### config.mk
export PLATFORM = sky130hd
export DESIGN_NAME = imrc_top
export DESIGN_NICKNAME = d
export VERILOG_FILES = /design/src/rtl/imrc_pkg.sv /design/src/rtl/imrc_top.sv
export VERILOG_INCLUDE_DIRS = /design/src /design/src/rtl
export SDC_FILE = /design/constraint.sdc
export NUM_CORES = 1
export LEC_CHECK = 0
export BUFFER_PORTS_ARGS = -buffer_cell sky130_fd_sc_hd__buf_2
export CORE_MARGIN = 5
export CORE_UTILIZATION = 27
export DETAILED_ROUTE_END_ITERATION = 12
export GPL_TIMING_DRIVEN = 0
export PLACE_DENSITY = 0.47
export SLEW_MARGIN = 25
export SYNTH_ARGS = -nofsm -noshare
export SYNTH_HDL_FRONTEND = slang
export SYNTH_SLANG_ARGS = --single-unit
export TNS_END_PERCENT = 50
### constraint.sdc
create_clock -name clock -period 3.6 [get_ports clock]
set_clock_uncertainty 0.2 [all_clocks]
set_input_delay 0.9 -clock clock [delete_from_list [all_inputs] [get_ports clock]]
set_output_delay 0.9 -clock clock [all_outputs]
set_load 0.01 [all_outputs]
### src/rtl/imrc_consts.svh
// Constants for the mode and rate control block: offsets, fields, resets, rates.
// Assumes inclusion by bare name from the package and the top file.
`ifndef IMRC_CONSTS_SVH
`define IMRC_CONSTS_SVH

// Register byte addresses
`define IMRC_OFS_CTL 8'h00
`define IMRC_OFS_SADDR 8'h04
`define IMRC_OFS_RXBUF 8'h08
`define IMRC_OFS_STAT 8'h0C

// Field positions in the control register
`define IMRC_BIT_ENABLE 7
`define IMRC_BIT_INHIBIT 6
`define IMRC_BIT_MASTER 5
`define IMRC_BIT_TRANSMIT 4

// Reset values
`define IMRC_CTL_RESET 8'h00
`define IMRC_SADDR_RESET 7'h00

// Receive FIFO shape
`define IMRC_FIFO_WIDTH 8
`define IMRC_FIFO_DEPTH 4

// System clocks per serial clock period, entry n at bits [9n+8:9n]
`define IMRC_DIV_TABLE {9'h100, 9'h0E0, 9'h0C8, 9'h0A0, 9'h080, 9'h060, 9'h050, 9'h038, \
   9'h080, 9'h070, 9'h064, 9'h050, 9'h040, 9'h030, 9'h028, 9'h01C}

`endif

### src/rtl/imrc_pkg.sv
// Types for the mode and rate control block.
// Assumes the constants header sits beside it.
`include "imrc_consts.svh"

package imrc_pkg;

   // Control register image
   typedef struct packed {
      logic enable;
      logic inhibit;
      logic master;
      logic transmit;
      logic [3:0] divsel;
   } imrc_ctl_t;

   // Operating mode as the master and transmit pair
   typedef enum logic [1:0] {
      IMRC_SLAVE_RX,
      IMRC_SLAVE_TX,
      IMRC_MASTER_RX,
      IMRC_MASTER_TX
   } imrc_mode_t;

endpackage

### src/rtl/imrc_top.sv
// Mode and rate control of a two-wire serial interface, with its receive FIFO.
// Assumes an APB master on the same clock and shift logic that feeds bytes and
// event pulses on this clock; the serial pins come from outside and are synchronised.
`timescale 1ns/1ps
`include "imrc_consts.svh"

module imrc_fifo #(
   parameter int WIDTH = 8,
   parameter int DEPTH = 4
) (
   // Clock and reset
   input wire logic clock,
   input wire logic rst_n,
   // Fill side
   input wire logic in_valid,
   output logic in_ready,
   input wire logic [WIDTH-1:0] in_data,
   // Drain side
   output logic out_valid,
   input wire logic out_ready,
   output logic [WIDTH-1:0] out_data,
   // Fill level
   output logic [$clog2(DEPTH):0] level
);
   localparam int AW = $clog2(DEPTH);
   logic [WIDTH-1:0] mem [DEPTH];
   logic [AW-1:0] wr_ptr_reg;
   logic [AW-1:0] rd_ptr_reg;
   logic [AW:0] count_reg;
   logic [AW:0] count_next;
   logic ready_reg;
   logic empty_reg;
   wire push = in_valid & ready_reg;
   wire pop = out_ready & ~empty_reg;

   // Level after this cycle's push and pop
   assign count_next = count_reg + (AW + 1)'(push) - (AW + 1)'(pop);
   assign in_ready = ready_reg;
   assign out_valid = ~empty_reg;
   assign out_data = mem[rd_ptr_reg];
   assign level = count_reg;

   // Storage write
   always_ff @(posedge clock) begin
      if (push) begin
         mem[wr_ptr_reg] <= in_data;
      end
   end

   // Pointers and flags
   always_ff @(posedge clock or negedge rst_n) begin
      if (!rst_n) begin
         wr_ptr_reg <= '0;
         rd_ptr_reg <= '0;
         count_reg <= '0;
         ready_reg <= 1'b1;
         empty_reg <= 1'b1;
      end else begin
         wr_ptr_reg <= push ? AW'((wr_ptr_reg + 1'b1) % DEPTH) : wr_ptr_reg;
         rd_ptr_reg <= pop ? AW'((rd_ptr_reg + 1'b1) % DEPTH) : rd_ptr_reg;
         count_reg <= count_next;
         ready_reg <= (count_next != (AW + 1)'(DEPTH));
         empty_reg <= (count_next == '0);
      end
   end
endmodule

module imrc_top (
   // Clock and reset
   input wire logic clock,
   input wire logic rst_n,
   // APB slave
   input wire logic psel,
   input wire logic penable,
   input wire logic pwrite,
   input wire logic [7:0] paddr,
   input wire logic [31:0] pwdata,
   output logic [31:0] prdata,
   output logic pready,
   output logic pslverr,
   // To and from the shift and condition logic
   input wire logic sync_format,
   input wire logic arb_lost,
   input wire logic addr_phase,
   input wire logic rx_valid,
   input wire logic [7:0] rx_data,
   output logic rx_ready,
   input wire logic sda_tx_en,
   input wire logic sda_tx_bit,
   // Control toward the shift logic
   output logic rx_next_start,
   output logic [1:0] op_mode,
   output logic bus_drive,
   // Serial pins
   input wire logic scl_in,
   input wire logic sda_in,
   output logic scl_out,
   output logic scl_oe,
   output logic sda_out,
   output logic sda_oe,
   output logic scl_sense,
   output logic sda_sense
);
   localparam logic [143:0] DIV_TABLE = `IMRC_DIV_TABLE;
   imrc_pkg::imrc_ctl_t ctl_reg;
   imrc_pkg::imrc_ctl_t ctl_next;
   logic [6:0] saddr_reg;
   logic [31:0] prdata_reg;
   logic pready_reg;
   logic pslverr_reg;
   logic rx_start_reg;
   logic [1:0] pin_meta_reg;
   logic [1:0] pin_sync_reg;
   logic [7:0] half_cnt_reg;
   logic scl_level_reg;
   logic [3:0] divsel_seen_reg;
   logic scl_out_reg;
   logic scl_oe_reg;
   logic sda_out_reg;
   logic sda_oe_reg;
   logic [7:0] fifo_data;
   logic fifo_valid;
   logic fifo_in_ready;
   logic [2:0] fifo_level;

   // Bus decode
   wire setup_acc = psel & penable & ~pready_reg;
   wire done_acc = psel & penable & pready_reg;
   wire hit_ctl = (paddr == `IMRC_OFS_CTL);
   wire hit_saddr = (paddr == `IMRC_OFS_SADDR);
   wire hit_rxbuf = (paddr == `IMRC_OFS_RXBUF);
   wire hit_stat = (paddr == `IMRC_OFS_STAT);
   wire hit_any = hit_ctl | hit_saddr | hit_rxbuf | hit_stat;
   wire wr_ctl = done_acc & pwrite & hit_ctl;
   wire wr_saddr = done_acc & pwrite & hit_saddr;
   wire rd_rxbuf = done_acc & ~pwrite & hit_rxbuf;

   // Mode decode and events
   wire [1:0] mode_bits = {ctl_reg.master, ctl_reg.transmit};
   wire is_slave_rx = ctl_reg.enable & (mode_bits == 2'(imrc_pkg::IMRC_SLAVE_RX));
   wire lose_arb = ctl_reg.enable & ~sync_format & ctl_reg.master & arb_lost;
   wire overrun = ctl_reg.enable & sync_format & ctl_reg.master
      & rx_valid & ~fifo_in_ready;
   wire addr_match = is_slave_rx & addr_phase & rx_valid
      & (rx_data[7:1] == saddr_reg) & rx_data[0];
   wire restart_rx = rd_rxbuf & ~ctl_reg.transmit & ~ctl_reg.inhibit;

   // Rate generator selection
   wire [8:0] div_full = DIV_TABLE[9*ctl_reg.divsel +: 9];
   wire [7:0] div_half = div_full[8:1];
   wire rate_run = ctl_reg.enable & ctl_reg.master;
   wire div_changed = (divsel_seen_reg != ctl_reg.divsel);
   wire half_done = (half_cnt_reg == div_half - 8'h01);
   wire [7:0] stat_word = {fifo_level, fifo_valid, sync_format, mode_bits, ctl_reg.enable};

   // Control next value: hardware set beats software, clears beat writes
   always_comb begin
      ctl_next = ctl_reg;
      if (wr_ctl) begin
         ctl_next = imrc_pkg::imrc_ctl_t'(pwdata[7:0]);
      end
      if (lose_arb) begin
         ctl_next.master = 1'b0;
         ctl_next.transmit = 1'b0;
      end
      if (overrun) begin
         ctl_next.master = 1'b0;
      end
      if (addr_match) begin
         ctl_next.transmit = 1'b1;
      end
   end

   // Register file and APB answer with one wait state
   always_ff @(posedge clock or negedge rst_n) begin
      if (!rst_n) begin
         ctl_reg <= imrc_pkg::imrc_ctl_t'(`IMRC_CTL_RESET);
         saddr_reg <= `IMRC_SADDR_RESET;
         pready_reg <= 1'b0;
         pslverr_reg <= 1'b0;
         prdata_reg <= 32'h0000_0000;
         rx_start_reg <= 1'b0;
      end else begin
         ctl_reg <= ctl_next;
         saddr_reg <= wr_saddr ? pwdata[7:1] : saddr_reg;
         pready_reg <= setup_acc;
         pslverr_reg <= setup_acc & ~hit_any;
         prdata_reg <= 32'h0000_0000;
         if (setup_acc & ~pwrite) begin
            prdata_reg <= hit_ctl ? {24'h00_0000, ctl_reg} :
               hit_saddr ? {24'h00_0000, saddr_reg, 1'b0} :
               hit_rxbuf ? {24'h00_0000, fifo_data} :
               hit_stat ? {24'h00_0000, stat_word} : 32'h0000_0000;
         end
         rx_start_reg <= restart_rx;
      end
   end

   // Pin synchronisers, two stages each
   always_ff @(posedge clock or negedge rst_n) begin
      if (!rst_n) begin
         pin_meta_reg <= 2'b11;
         pin_sync_reg <= 2'b11;
      end else begin
         pin_meta_reg <= {scl_in, sda_in};
         pin_sync_reg <= pin_meta_reg;
      end
   end

   // Serial clock generator: half period counter restarted on divisor change
   always_ff @(posedge clock or negedge rst_n) begin
      if (!rst_n) begin
         half_cnt_reg <= 8'h00;
         scl_level_reg <= 1'b1;
         divsel_seen_reg <= 4'h0;
      end else begin
         divsel_seen_reg <= ctl_reg.divsel;
         if (!rate_run || div_changed) begin
            half_cnt_reg <= 8'h00;
            scl_level_reg <= 1'b1;
         end else if (half_done) begin
            half_cnt_reg <= 8'h00;
            scl_level_reg <= ~scl_level_reg;
         end else begin
            half_cnt_reg <= half_cnt_reg + 8'h01;
         end
      end
   end

   // Pin drivers: released when disabled, open drain low or push-pull otherwise
   always_ff @(posedge clock or negedge rst_n) begin
      if (!rst_n) begin
         scl_out_reg <= 1'b0;
         scl_oe_reg <= 1'b0;
         sda_out_reg <= 1'b0;
         sda_oe_reg <= 1'b0;
      end else begin
         scl_out_reg <= sync_format & scl_level_reg;
         scl_oe_reg <= rate_run & (sync_format | ~scl_level_reg);
         sda_out_reg <= sync_format & sda_tx_bit;
         sda_oe_reg <= ctl_reg.enable & sda_tx_en
            & (sync_format | ~sda_tx_bit);
      end
   end

   // Receive FIFO between shifter and data buffer
   imrc_fifo #(
      .WIDTH(`IMRC_FIFO_WIDTH),
      .DEPTH(`IMRC_FIFO_DEPTH)
   ) u_rx_fifo (
      .clock(clock),
      .rst_n(rst_n),
      .in_valid(rx_valid & ctl_reg.enable),
      .in_ready(fifo_in_ready),
      .in_data(rx_data),
      .out_valid(fifo_valid),
      .out_ready(rd_rxbuf),
      .out_data(fifo_data),
      .level(fifo_level)
   );

   // Outputs
   assign prdata = prdata_reg;
   assign pready = pready_reg;
   assign pslverr = pslverr_reg;
   assign rx_ready = fifo_in_ready;
   assign rx_next_start = rx_start_reg;
   assign op_mode = ctl_reg[5:4];
   assign bus_drive = ctl_reg.enable;
   assign scl_out = scl_out_reg;
   assign scl_oe = scl_oe_reg;
   assign sda_out = sda_out_reg;
   assign sda_oe = sda_oe_reg;
   assign scl_sense = pin_sync_reg[1];
   assign sda_sense = pin_sync_reg[0];
endmodule

Word level (Yosys, flattened, before mapping)
Memory sizes are Yosys's and may differ from the RTL's. Index checks and enable logic that the tools add are counted.

Flip-flop bits (word level): 80. Memory bits (writable): 32. Bits of input ports: 61. Output and inout bits: 45. Word-level logic and storage cells: 111. Memories kept: 1.

Add/sub/neg operators: 6. Multiply operators: 1. Eq/ne operators: 7. Shift-type cells: 1. Multiplexer cells: 15. Bitwise gates (word level): 48. Reductions and logical operators: 8.

Memory list: u_rx_fifo.mem (depth 4, bits a word 8, rd ports 1, clocked after Yosys merged registers in 0, write ports 1, RTL line imrc_top.sv:26) `logic [WIDTH-1:0] mem [DEPTH];`.

Operators by type and width (count): $shiftx A144 B9 Y9 const A (1); $mux W8 (7); $and A1 B1 Y1 (33); $eq A8 B4 Y1 const B (2); $not A1 Y1 (10); $add A8 B1 Y8 const B (1); $eq A8 B3 Y1 const B (1); $eq A8 B8 Y1 (1); $logic_not A8 Y1 (1); $mul A4 B4 Y8 const A (1); $sub A8 B1 Y8 const B (1); $eq A7 B7 Y1 (1); $mux W1 (6); $mux W6 (1); $reduce_bool A3 Y1 (2); $or A1 B1 Y1 (5); $add A2 B1 Y2 const B (2); $ne A4 B4 Y1 (1); $add A3 B1 Y3 (1); $logic_not A3 Y1 (1); $ne A3 B3 Y1 const B (1); $sub A3 B1 Y3 (1); $logic_not A2 Y1 (1); $mux W2 (1); other kinds (3) (3).

Longest topological paths before layout
Gate-level depths: netlist (run 1).

Depth after elaboration: 7. Mapped depth: 13. Mapped depth without buffers: 13.

Modules after synthesis
Synthesis (run 1) repeated with hierarchy kept, for this count alone.

Cell total of the unflattened synthesis: 345. Area, all modules: 4370.4 um^2.

By module, submodules not included: imrc_top (instances 1, cells an instance 267, area an instance 2751.4 um^2, sequential area each 1182.4 um^2); imrc_fifo (instances 1, cells an instance 78, area an instance 1619.1 um^2, sequential area each 1188.6 um^2).

Worst setup path after synthesis (run 1)
No wires, ideal clock.

Path kind: input-to-reg. Start point: input paddr[7]. End point: register u_rx_fifo.ready_reg, in the netlist u_rx_fifo.in_ready. Library setup time: 89 ps. Data arrival time: 2945 ps. Required time: 3311 ps. Path slack: 366 ps. Stages: 13. Path buffers: 0. Cell sequence: nor4_1 -> nand2_1 -> nor2_1 -> nand4b_1 -> nor2_1 -> ha_1 -> inv_1 -> ha_1 -> inv_1 -> fa_1 -> xnor2_1 -> xnor2_1 -> nand3b_1.

Cells in the longest elaborated chain, start to end: 5.

RTL lines: start, declared (RTL line imrc_top.sv:76) `input wire logic [7:0] paddr,`; $eq A8 B4 Y1 (no source line); $and A1 B1 Y1 (RTL line imrc_top.sv:136) `wire rd_rxbuf = done_acc & ~pwrite & hit_rxbuf;`; $and A1 B1 Y1 (RTL line imrc_top.sv:34) `wire pop = out_ready & ~empty_reg;`; net u_rx_fifo.pop (RTL line imrc_top.sv:34); $sub A3 B1 Y3 (RTL line imrc_top.sv:37) `assign count_next = count_reg + (AW + 1)'(push) - (AW + 1)'(pop);`; net u_rx_fifo.count_next[2] (RTL line imrc_top.sv:30) `logic [AW:0] count_next;`; $ne A3 B3 Y1 (RTL line imrc_top.sv:62) `ready_reg <= (count_next != (AW + 1)'(DEPTH));`; end signal, assigned (RTL line imrc_top.sv:62); end, declared (RTL line imrc_top.sv:31) `logic ready_reg;`.

The timed path passes the listed nets, and every way through them passes these cells. A chain may end at the register's enable or synchronous reset.

Worst setup path after layout (run 1)
Start point: register ctl_reg[1] (netlist bit). End point: register half_cnt_reg[3].

Cells in the longest elaborated chain, start to end: 6. Elaborated cells on any way between the ends: 8. Those cells by class: 1 x add/sub; 1 x mul; 2 x eq/ne; 1 x shift; 2 x mux; 1 x reduce/logical.

RTL lines: start, declared (RTL line imrc_top.sv:105) `imrc_pkg::imrc_ctl_t ctl_reg;`; start signal, assigned (RTL line imrc_top.sv:177) `` ctl_reg <= imrc_pkg::imrc_ctl_t'(`IMRC_CTL_RESET); ``; start signal, assigned (RTL line imrc_top.sv:184) `ctl_reg <= ctl_next;`; $mul A4 B4 Y8 (RTL line imrc_top.sv:149) `wire [8:0] div_full = DIV_TABLE[9*ctl_reg.divsel +: 9];`; $shiftx A144 B9 Y9 (RTL line imrc_top.sv:149); $sub A8 B1 Y8 (RTL line imrc_top.sv:153) `wire half_done = (half_cnt_reg == div_half - 8'h01);`; $eq A8 B8 Y1 (RTL line imrc_top.sv:153); $mux W8 (RTL line imrc_top.sv:221) `end else if (half_done) begin`; $mux W8 (*) (RTL line imrc_top.sv:218) `if (!rate_run || div_changed) begin`; end signal, assigned (RTL line imrc_top.sv:225) `half_cnt_reg <= half_cnt_reg + 8'h01;`; end, declared (RTL line imrc_top.sv:114) `logic [7:0] half_cnt_reg;`.

Every way passes the cells marked *; elsewhere a longest branch is shown, timed or not.

==> results of run 1 <==
## per-layer routing
metal,part of all wire (%),vias up
li1,-,1338
met1,45,1324
met2,48,48
met3,4.7,13
met4,1.3,0
met5,0,-
## placed cells by master, fill, tap and decap left out, types with 3 or more instances in the layout
master / instances
nand2_1: 15
buf_2: 60
a221oi_1: 6
nand4_1: 5
dfstp_2: 7
clkbuf_1: 4
buf_4: 28
xnor2_1: 25
nor3_1: 5
xor2_1: 8
nand3_1: 8
edfxtp_1: 32
inv_1: 13
nor2_1: 21
mux2i_1: 17
conb_1: 24
nor4_1: 3
mux2_2: 11
dfrtp_1: 47
clkbuf_16: 9
a21oi_1: 6
and3_1: 4
mux4_2: 8
and2_1: 8
ha_1: 13
o21ai_0: 9
## final cells by class
cell class,instances,share of cell area [%]
sequential,88,45.0
multi-input combinational,224,32.5
timing repair buffer,57,5.45
tap,216,5.12
buffer,36,4.57
clock buffer,10,4.53
clock inverter,6,1.90
inverter,13,0.924
## worst paths after layout
check | end | cells past startpoint | startpoint
setup / recovery | half_cnt_reg[3]$_DFF_PN0_ | 13 | ctl_reg[1]$_DFFE_PN0P_
hold / removal | pin_sync_reg[1]$_DFF_PN1_ | 0 | pin_meta_reg[1]$_DFF_PN1_
setup reg to reg | half_cnt_reg[3]$_DFF_PN0_ | 13 | ctl_reg[1]$_DFFE_PN0P_
hold reg to reg | pin_sync_reg[1]$_DFF_PN1_ | 0 | pin_meta_reg[1]$_DFF_PN1_
max in group asynchronous | ctl_reg[0]$_DFFE_PN0P_ | 1 | rst_n
min in group asynchronous | prdata[6]$_DFF_PN0_ | 1 | rst_n
## where the power goes
part	total (mW)	switching (mW)	internal, mW
combinational	0.135	0.0758	0.0594
sequential	1.07	0.0110	1.06
clock	1.05	0.411	0.639
## cell families (layout without fill, tap and decap cells)
group	Yosys count	in the layout
compound gates	37	37
xor+xnor	33	33
fa+ha+maj	14	14
buf+inv	49	122
flops	88	88
mux	36	36
other cells	1	24
simple gates	80	80
## worst max-delay path, stage by stage (launching register included)
cell,delay (ns)
dfrtp_2,0.48
inv_1,0.13
ha_1,0.26
mux2i_1,0.18
nor2_1,0.06
nor2_1,0.11
ha_1,0.22
or4b_1,0.49
a221oi_2,0.28
nand2_1,0.08
o22ai_1,0.21
a2bb2oi_2,0.11
o21ai_2,0.29
nor2_1,0.09
## through the flow
stage               util, %  worst slack [ns]
floorplan                 -             0.366
global placement       31.3           -0.0630
detailed placement     31.3           -0.0733
CTS                    33.5            0.0102
global route           33.6            0.0119
finish                 33.6             0.283
## repair_timing
action                                  4_1_cts  5_1_grt
resized for setup                             0        5
buffers inserted                              0        0
endpoints found under the setup margin        0       10
==> reports/qor.csv, run 1 <==
stage,metric,value,unit
run_status,status,finished clean,
die,num_rows,46,
place,place_congestion,0.749,
global_routing,use_met1,14.3,%
global_routing,grt_pass1_wl,15600,µm
sta,hold_viol,0,
sta,hold_ws,0.156,ns
critical_path,required,3.62,ns
final_layout,nNetsFinal,504,
power_and_ir_drop,total_power,2.25,mW
sta,period_share,92.1,%
synthesis,synthTopCellsByArea,"dfrtp_1 29%, edfxtp_1 22%, xnor2_1 5.1%",
critical_path,reg2reg_slack,0.28,ns
synthesis,yosysMostFrequentCell,dfrtp_1,
synthesis,ys_ff_latch,88,
final_layout,drive_above_1_share,32.3,%
die,initial_core_util,27.2,%
synthesis,synth_common_cells,"49 x dfrtp_1, 32 x edfxtp_1, 27 x buf_4",
die,dieArea,18500,µm²
detailed_routing,wl_per_cell,15.0,µm
synthesis,yosysTopAreaCell,dfrtp_1,
final_layout,instances_no_fill,650,
die,die_w,136,µm
synthesis,synth_xor_area_share,6.76,%
sta,rsz0062_at_grt,false,
global_routing,gr-usage-met3,3.37,%
clocking,path_clk_slew,0.07,ns
die,io_pins,106,
global_routing,grt_use_total,11.3,%
global_routing,gr-total-overflow,0,
sta,finalCriticalPeriod,3.32,ns
clocking,cts-root-buf,clkbuf_16,
global_routing,first_global_vias,2807,
power_and_ir_drop,powerDensity,427,nW/µm²
global_routing,grt_use_met2,18.5,%
critical_path,crit_fanout,10,
clocking,cts_buffers,9,
sta,finalSetupViolCount,0,
hold_path,holdCritPathClass,register to register,
place,hpwlAfterDp,7450,µm
synthesis,synth_seq_area_share,55.4,%
clocking,clockBufferDepth,2,
die,core,15700,µm²
synthesis,synth_top_family_by_area,multiplexers,
final_layout,syn2layout_area_growth,23.4,%
final_layout,largest_reg_flops,32,
detailed_routing,drt-vias-per-instance,4.19,
clocking,htree_levels,3,
place,placedInstanceArea,4920,µm²
synthesis,syn_inst,338,
detailed_routing,drtIter0Drc,111,
synthesis,synth_compound_area_share,6.08,%
global_routing,grt_max_degree,57,
final_layout,regArea,2370,µm²
place,placed_cells,634,
power_and_ir_drop,peakVddDrop,211,µV
detailed_routing,drtPass1Iterations,4,
sta,max_freq,301,MHz
synthesis,syn-cell-area,4280,µm²
synthesis,async_flop_share,63.6,%
synthesis,ys_warn_count,0,
final_layout,antennaDiodeCount,0,
sta,maxSlewViolCount,0,
synthesis,synth_top_area_share,28.7,%
critical_path,cp.arrival,3.33,ns
die,die_h,136,µm
critical_path,worst_setup_path_start_kind,register,
detailed_routing,routed_wl,9770,µm
final_layout,multi_input_area,1720,µm²
detailed_routing,detail-route-antenna-nets,0,
sta,worst_pin_slew,0.739,ns
synthesis,synth_ff_type,dfrtp_1,
clocking,cts_tree,yes,
synthesis,syn_area_per_cell,12.7,µm²
clocking,ctsHoldBuffers,0,
critical_path,path_class,register to register,
detailed_routing,drc,0,
synthesis,synth.distinct_cells,46,
sta,tns,0,ns
clocking,clock-sinks,88,
power_and_ir_drop,p_leak,2.32,nW
global_routing,antenna_found_initial,0,
sta,slew_headroom,50.7,%
detailed_routing,vias,2723,
final_layout,fin_area,5280,µm²
job,maxCapViolations,0,
clocking,clk_latency,0.34,ns
global_routing,busiest_layer,met2,
synthesis,synthAdderAreaFrac,4.27,%
critical_path,end_kind,register,
synthesis,synth_simple_gate_area_share,9.51,%
final_layout,fillers,1570,
synthesis,synth_edf_count,32,
synthesis,synthMuxAreaShare,11.1,%
place,portBuffers,57,
Power figures use the tool's default switching activity.
==> run 2, diff against run 1 <==
--- a/config.mk
+++ b/config.mk
@@ -12,6 +12,7 @@
 export DETAILED_ROUTE_END_ITERATION = 12
 export GPL_TIMING_DRIVEN = 0
 export PLACE_DENSITY = 0.47
+export REMOVE_ABC_BUFFERS = 1
 export SLEW_MARGIN = 25
 export SYNTH_ARGS = -nofsm -noshare
 export SYNTH_HDL_FRONTEND = slang
==> run 2 against run 1 <==
  * Sequential power barely moved
  * Worst setup slack worse by 0.092 ns
  * Die area unchanged
  * First-iteration DRC count up 32%
  * Combinational power decreased by 14%
  * Core utilization shrank 1.7 points
  * Critical endpoint is now u_rx_fifo.in_ready$_DFF_PN1_
==> reports/qor.csv, run 2 (synthesized netlist as in run 1, its figures left out) <==
stage,metric,value,unit
die,initial_core_util,27.2,%
detailed_routing,drc,0,
place,place_congestion,0.740,
final_layout,final_common_cell,buf_2,
global_routing,grt_pass1_wl,15400,µm
job,maxCapViolations,0,
power_and_ir_drop,powerDensity,418,nW/µm²
critical_path,worst_setup_path_start_kind,input port,
final_layout,drive_above_1_share,27.5,%
final_layout,utilization,31.9,%
critical_path,reg2reg_depth,13,
detailed_routing,vias,2657,
critical_path,reg2reg_from,ctl_reg[0]$_DFFE_PN0P_,
global_routing,grt_max_degree,57,
final_layout,antennaDiodeCount,0,
clocking,clockBufferDepth,2,
die,die_h,136,µm
detailed_routing,met1_length,4310,µm
detailed_routing,routed_wl,9760,µm
critical_path,crit_chain,buf_2 > nor4_1 > nand2_1 > nor2_1 > nand4b_1 > nor2_4 > ha_1 > inv_1 > ha_1 > inv_1 > fa_1 > xnor2_1 > xnor2_1 > nand3b_1,
die,io_pins,106,
clocking,ctsHoldBuffers,0,
hold_path,holdCritPathClass,register to register,
global_routing,first_global_vias,2797,
critical_path,reg2reg_slack,0.23,ns
sta,period_share,94.7,%
clocking,cts_buffers,9,
critical_path,crit_family,simple AND/OR/NAND/NOR gates,
clocking,clk_latency,0.34,ns
clocking,htree_levels,3,
final_layout,regArea,2370,µm²
place,placed_cells,598,
detailed_routing,drtPass1Iterations,4,
die,die_w,136,µm
detailed_routing,drt-vias-per-instance,4.31,
critical_path,path_class,input port to register,
sta,finalSetupViolCount,0,
critical_path,crit_fanout,4,
global_routing,gr-total-overflow,0,
hold_path,min_path_cells,0,
critical_path,path_buf_inv,3,
final_layout,layout_common_cells,"56 x buf_2, 47 x dfrtp_1, 32 x edfxtp_1",
clocking,cts-root-buf,clkbuf_16,
detailed_routing,detail-route-antenna-nets,0,
detailed_routing,route.met3.wl,336,µm
sta,rsz0062_at_grt,true,
place,hpwlAfterDp,7120,µm
sta,tns,0,ns
clocking,path_clk_slew,0.07,ns
sta,maxSlewViolCount,0,
detailed_routing,top_layer,met4,
power_and_ir_drop,p_leak,2.14,nW
global_routing,grt_use_total,11.1,%
sta,max_freq,293,MHz
final_layout,nNetsFinal,470,
hold_path,hp-start,pin_meta_reg[0]$_DFF_PN1_,
final_layout,largest_reg_flops,32,
sta,hold_ws,0.160,ns
detailed_routing,wl_met2,4960,µm
final_layout,multi_input_area,1720,µm²
die,dieArea,18500,µm²
place,place_ws,-0.233,ns
final_layout,syn2layout_area_growth,17.1,%
run_status,status,finished clean,
critical_path,required,3.65,ns
place,portBuffers,57,
critical_path,cp.arrival,3.46,ns
die,num_rows,46,
final_layout,fillers,1577,
critical_path,slowest_stage,fa_1,
hold_path,min_to,pin_sync_reg[0]$_DFF_PN1_,
sta,worst_pin_slew,0.960,ns
clocking,clock-sinks,88,
critical_path,end_kind,register,
sta,finalCriticalPeriod,3.41,ns
detailed_routing,wl_per_cell,15.9,µm
sta,slew_headroom,35.7,%
sta,worst_slack,0.191,ns
sta,hold_viol,0,
clocking,cts_tree,yes,
die,core,15700,µm²
critical_path,cpPeakStageDelay,0.38,ns
detailed_routing,drtIter0Drc,147,
power_and_ir_drop,peakVddDrop,277,µV
final_layout,instances_no_fill,616,
critical_path,rr_endpoint,scl_level_reg$_DFFE_PN1P_,
global_routing,antenna_found_initial,0,
## run 2: layout make-up
type / count / share of cell area (%)
clock buffer: 9 / 4.50
timing repair buffer: 59 / 6.05
multi-input combinational: 224 / 34.4
clock inverter: 7 / 1.27
inverter: 13 / 0.974
sequential: 88 / 47.4
tap: 216 / 5.40
## run 2: how the worst max path moves through the flow
stage	depth (start not counted)	to	slack, ns	startpoint
5_1_grt	14	u_rx_fifo.in_ready$_DFF_PN1_	-0.08	paddr[7]
2_1_floorplan	13	u_rx_fifo.in_ready$_DFF_PN1_	0.37	paddr[7]
3_5_place_dp	14	u_rx_fifo.in_ready$_DFF_PN1_	-0.23	paddr[7]
6_report	14	u_rx_fifo.in_ready$_DFF_PN1_	0.19	paddr[7]
4_1_cts	13	half_cnt_reg[5]$_DFF_PN0_	0.06	ctl_reg[0]$_DFFE_PN0P_
3_3_place_gp	14	u_rx_fifo.in_ready$_DFF_PN1_	-0.17	paddr[7]
## run 2: repair_timing
item / CTS / global route
setup endpoints to repair: 7 / 11
resized for setup: 1 / 5
pin swaps: 0 / 1
setup buffers: 0 / 2
## run 2: report_power, final
part,switching [mW],internal [mW],total [mW]
sequential,0.0106,1.06,1.07
combinational,0.0739,0.0419,0.116
clock,0.428,0.481,0.909
## run 2: per-stage QoR
step	area (µm²)	total power, mW
after floorplan	4120	1.14
after global placement	4680	1.20
after detailed placement	4680	1.20
after CTS	4970	2.13
after global routing	5010	2.18
final	5010	2.09
## run 2: per-layer routing
metal / global-route usage [%] / vias up
met3: 2.52 / 13
met4: 4.26 / 0
li1: - / 1270
met1: 13.9 / 1324
met5: 0 / -
met2: 18.6 / 50
## run 2: worst register-to-register path, cell delays in order (launching register included)
cell	delay [ns]
dfrtp_2	0.46
inv_1	0.11
ha_1	0.27
mux2i_1	0.17
nor2_1	0.06
nor2_1	0.11
ha_1	0.21
or4b_1	0.47
a221oi_1	0.35
mux2i_1	0.13
o22ai_1	0.19
a2bb2oi_2	0.14
or3_1	0.37
nand3_1	0.09
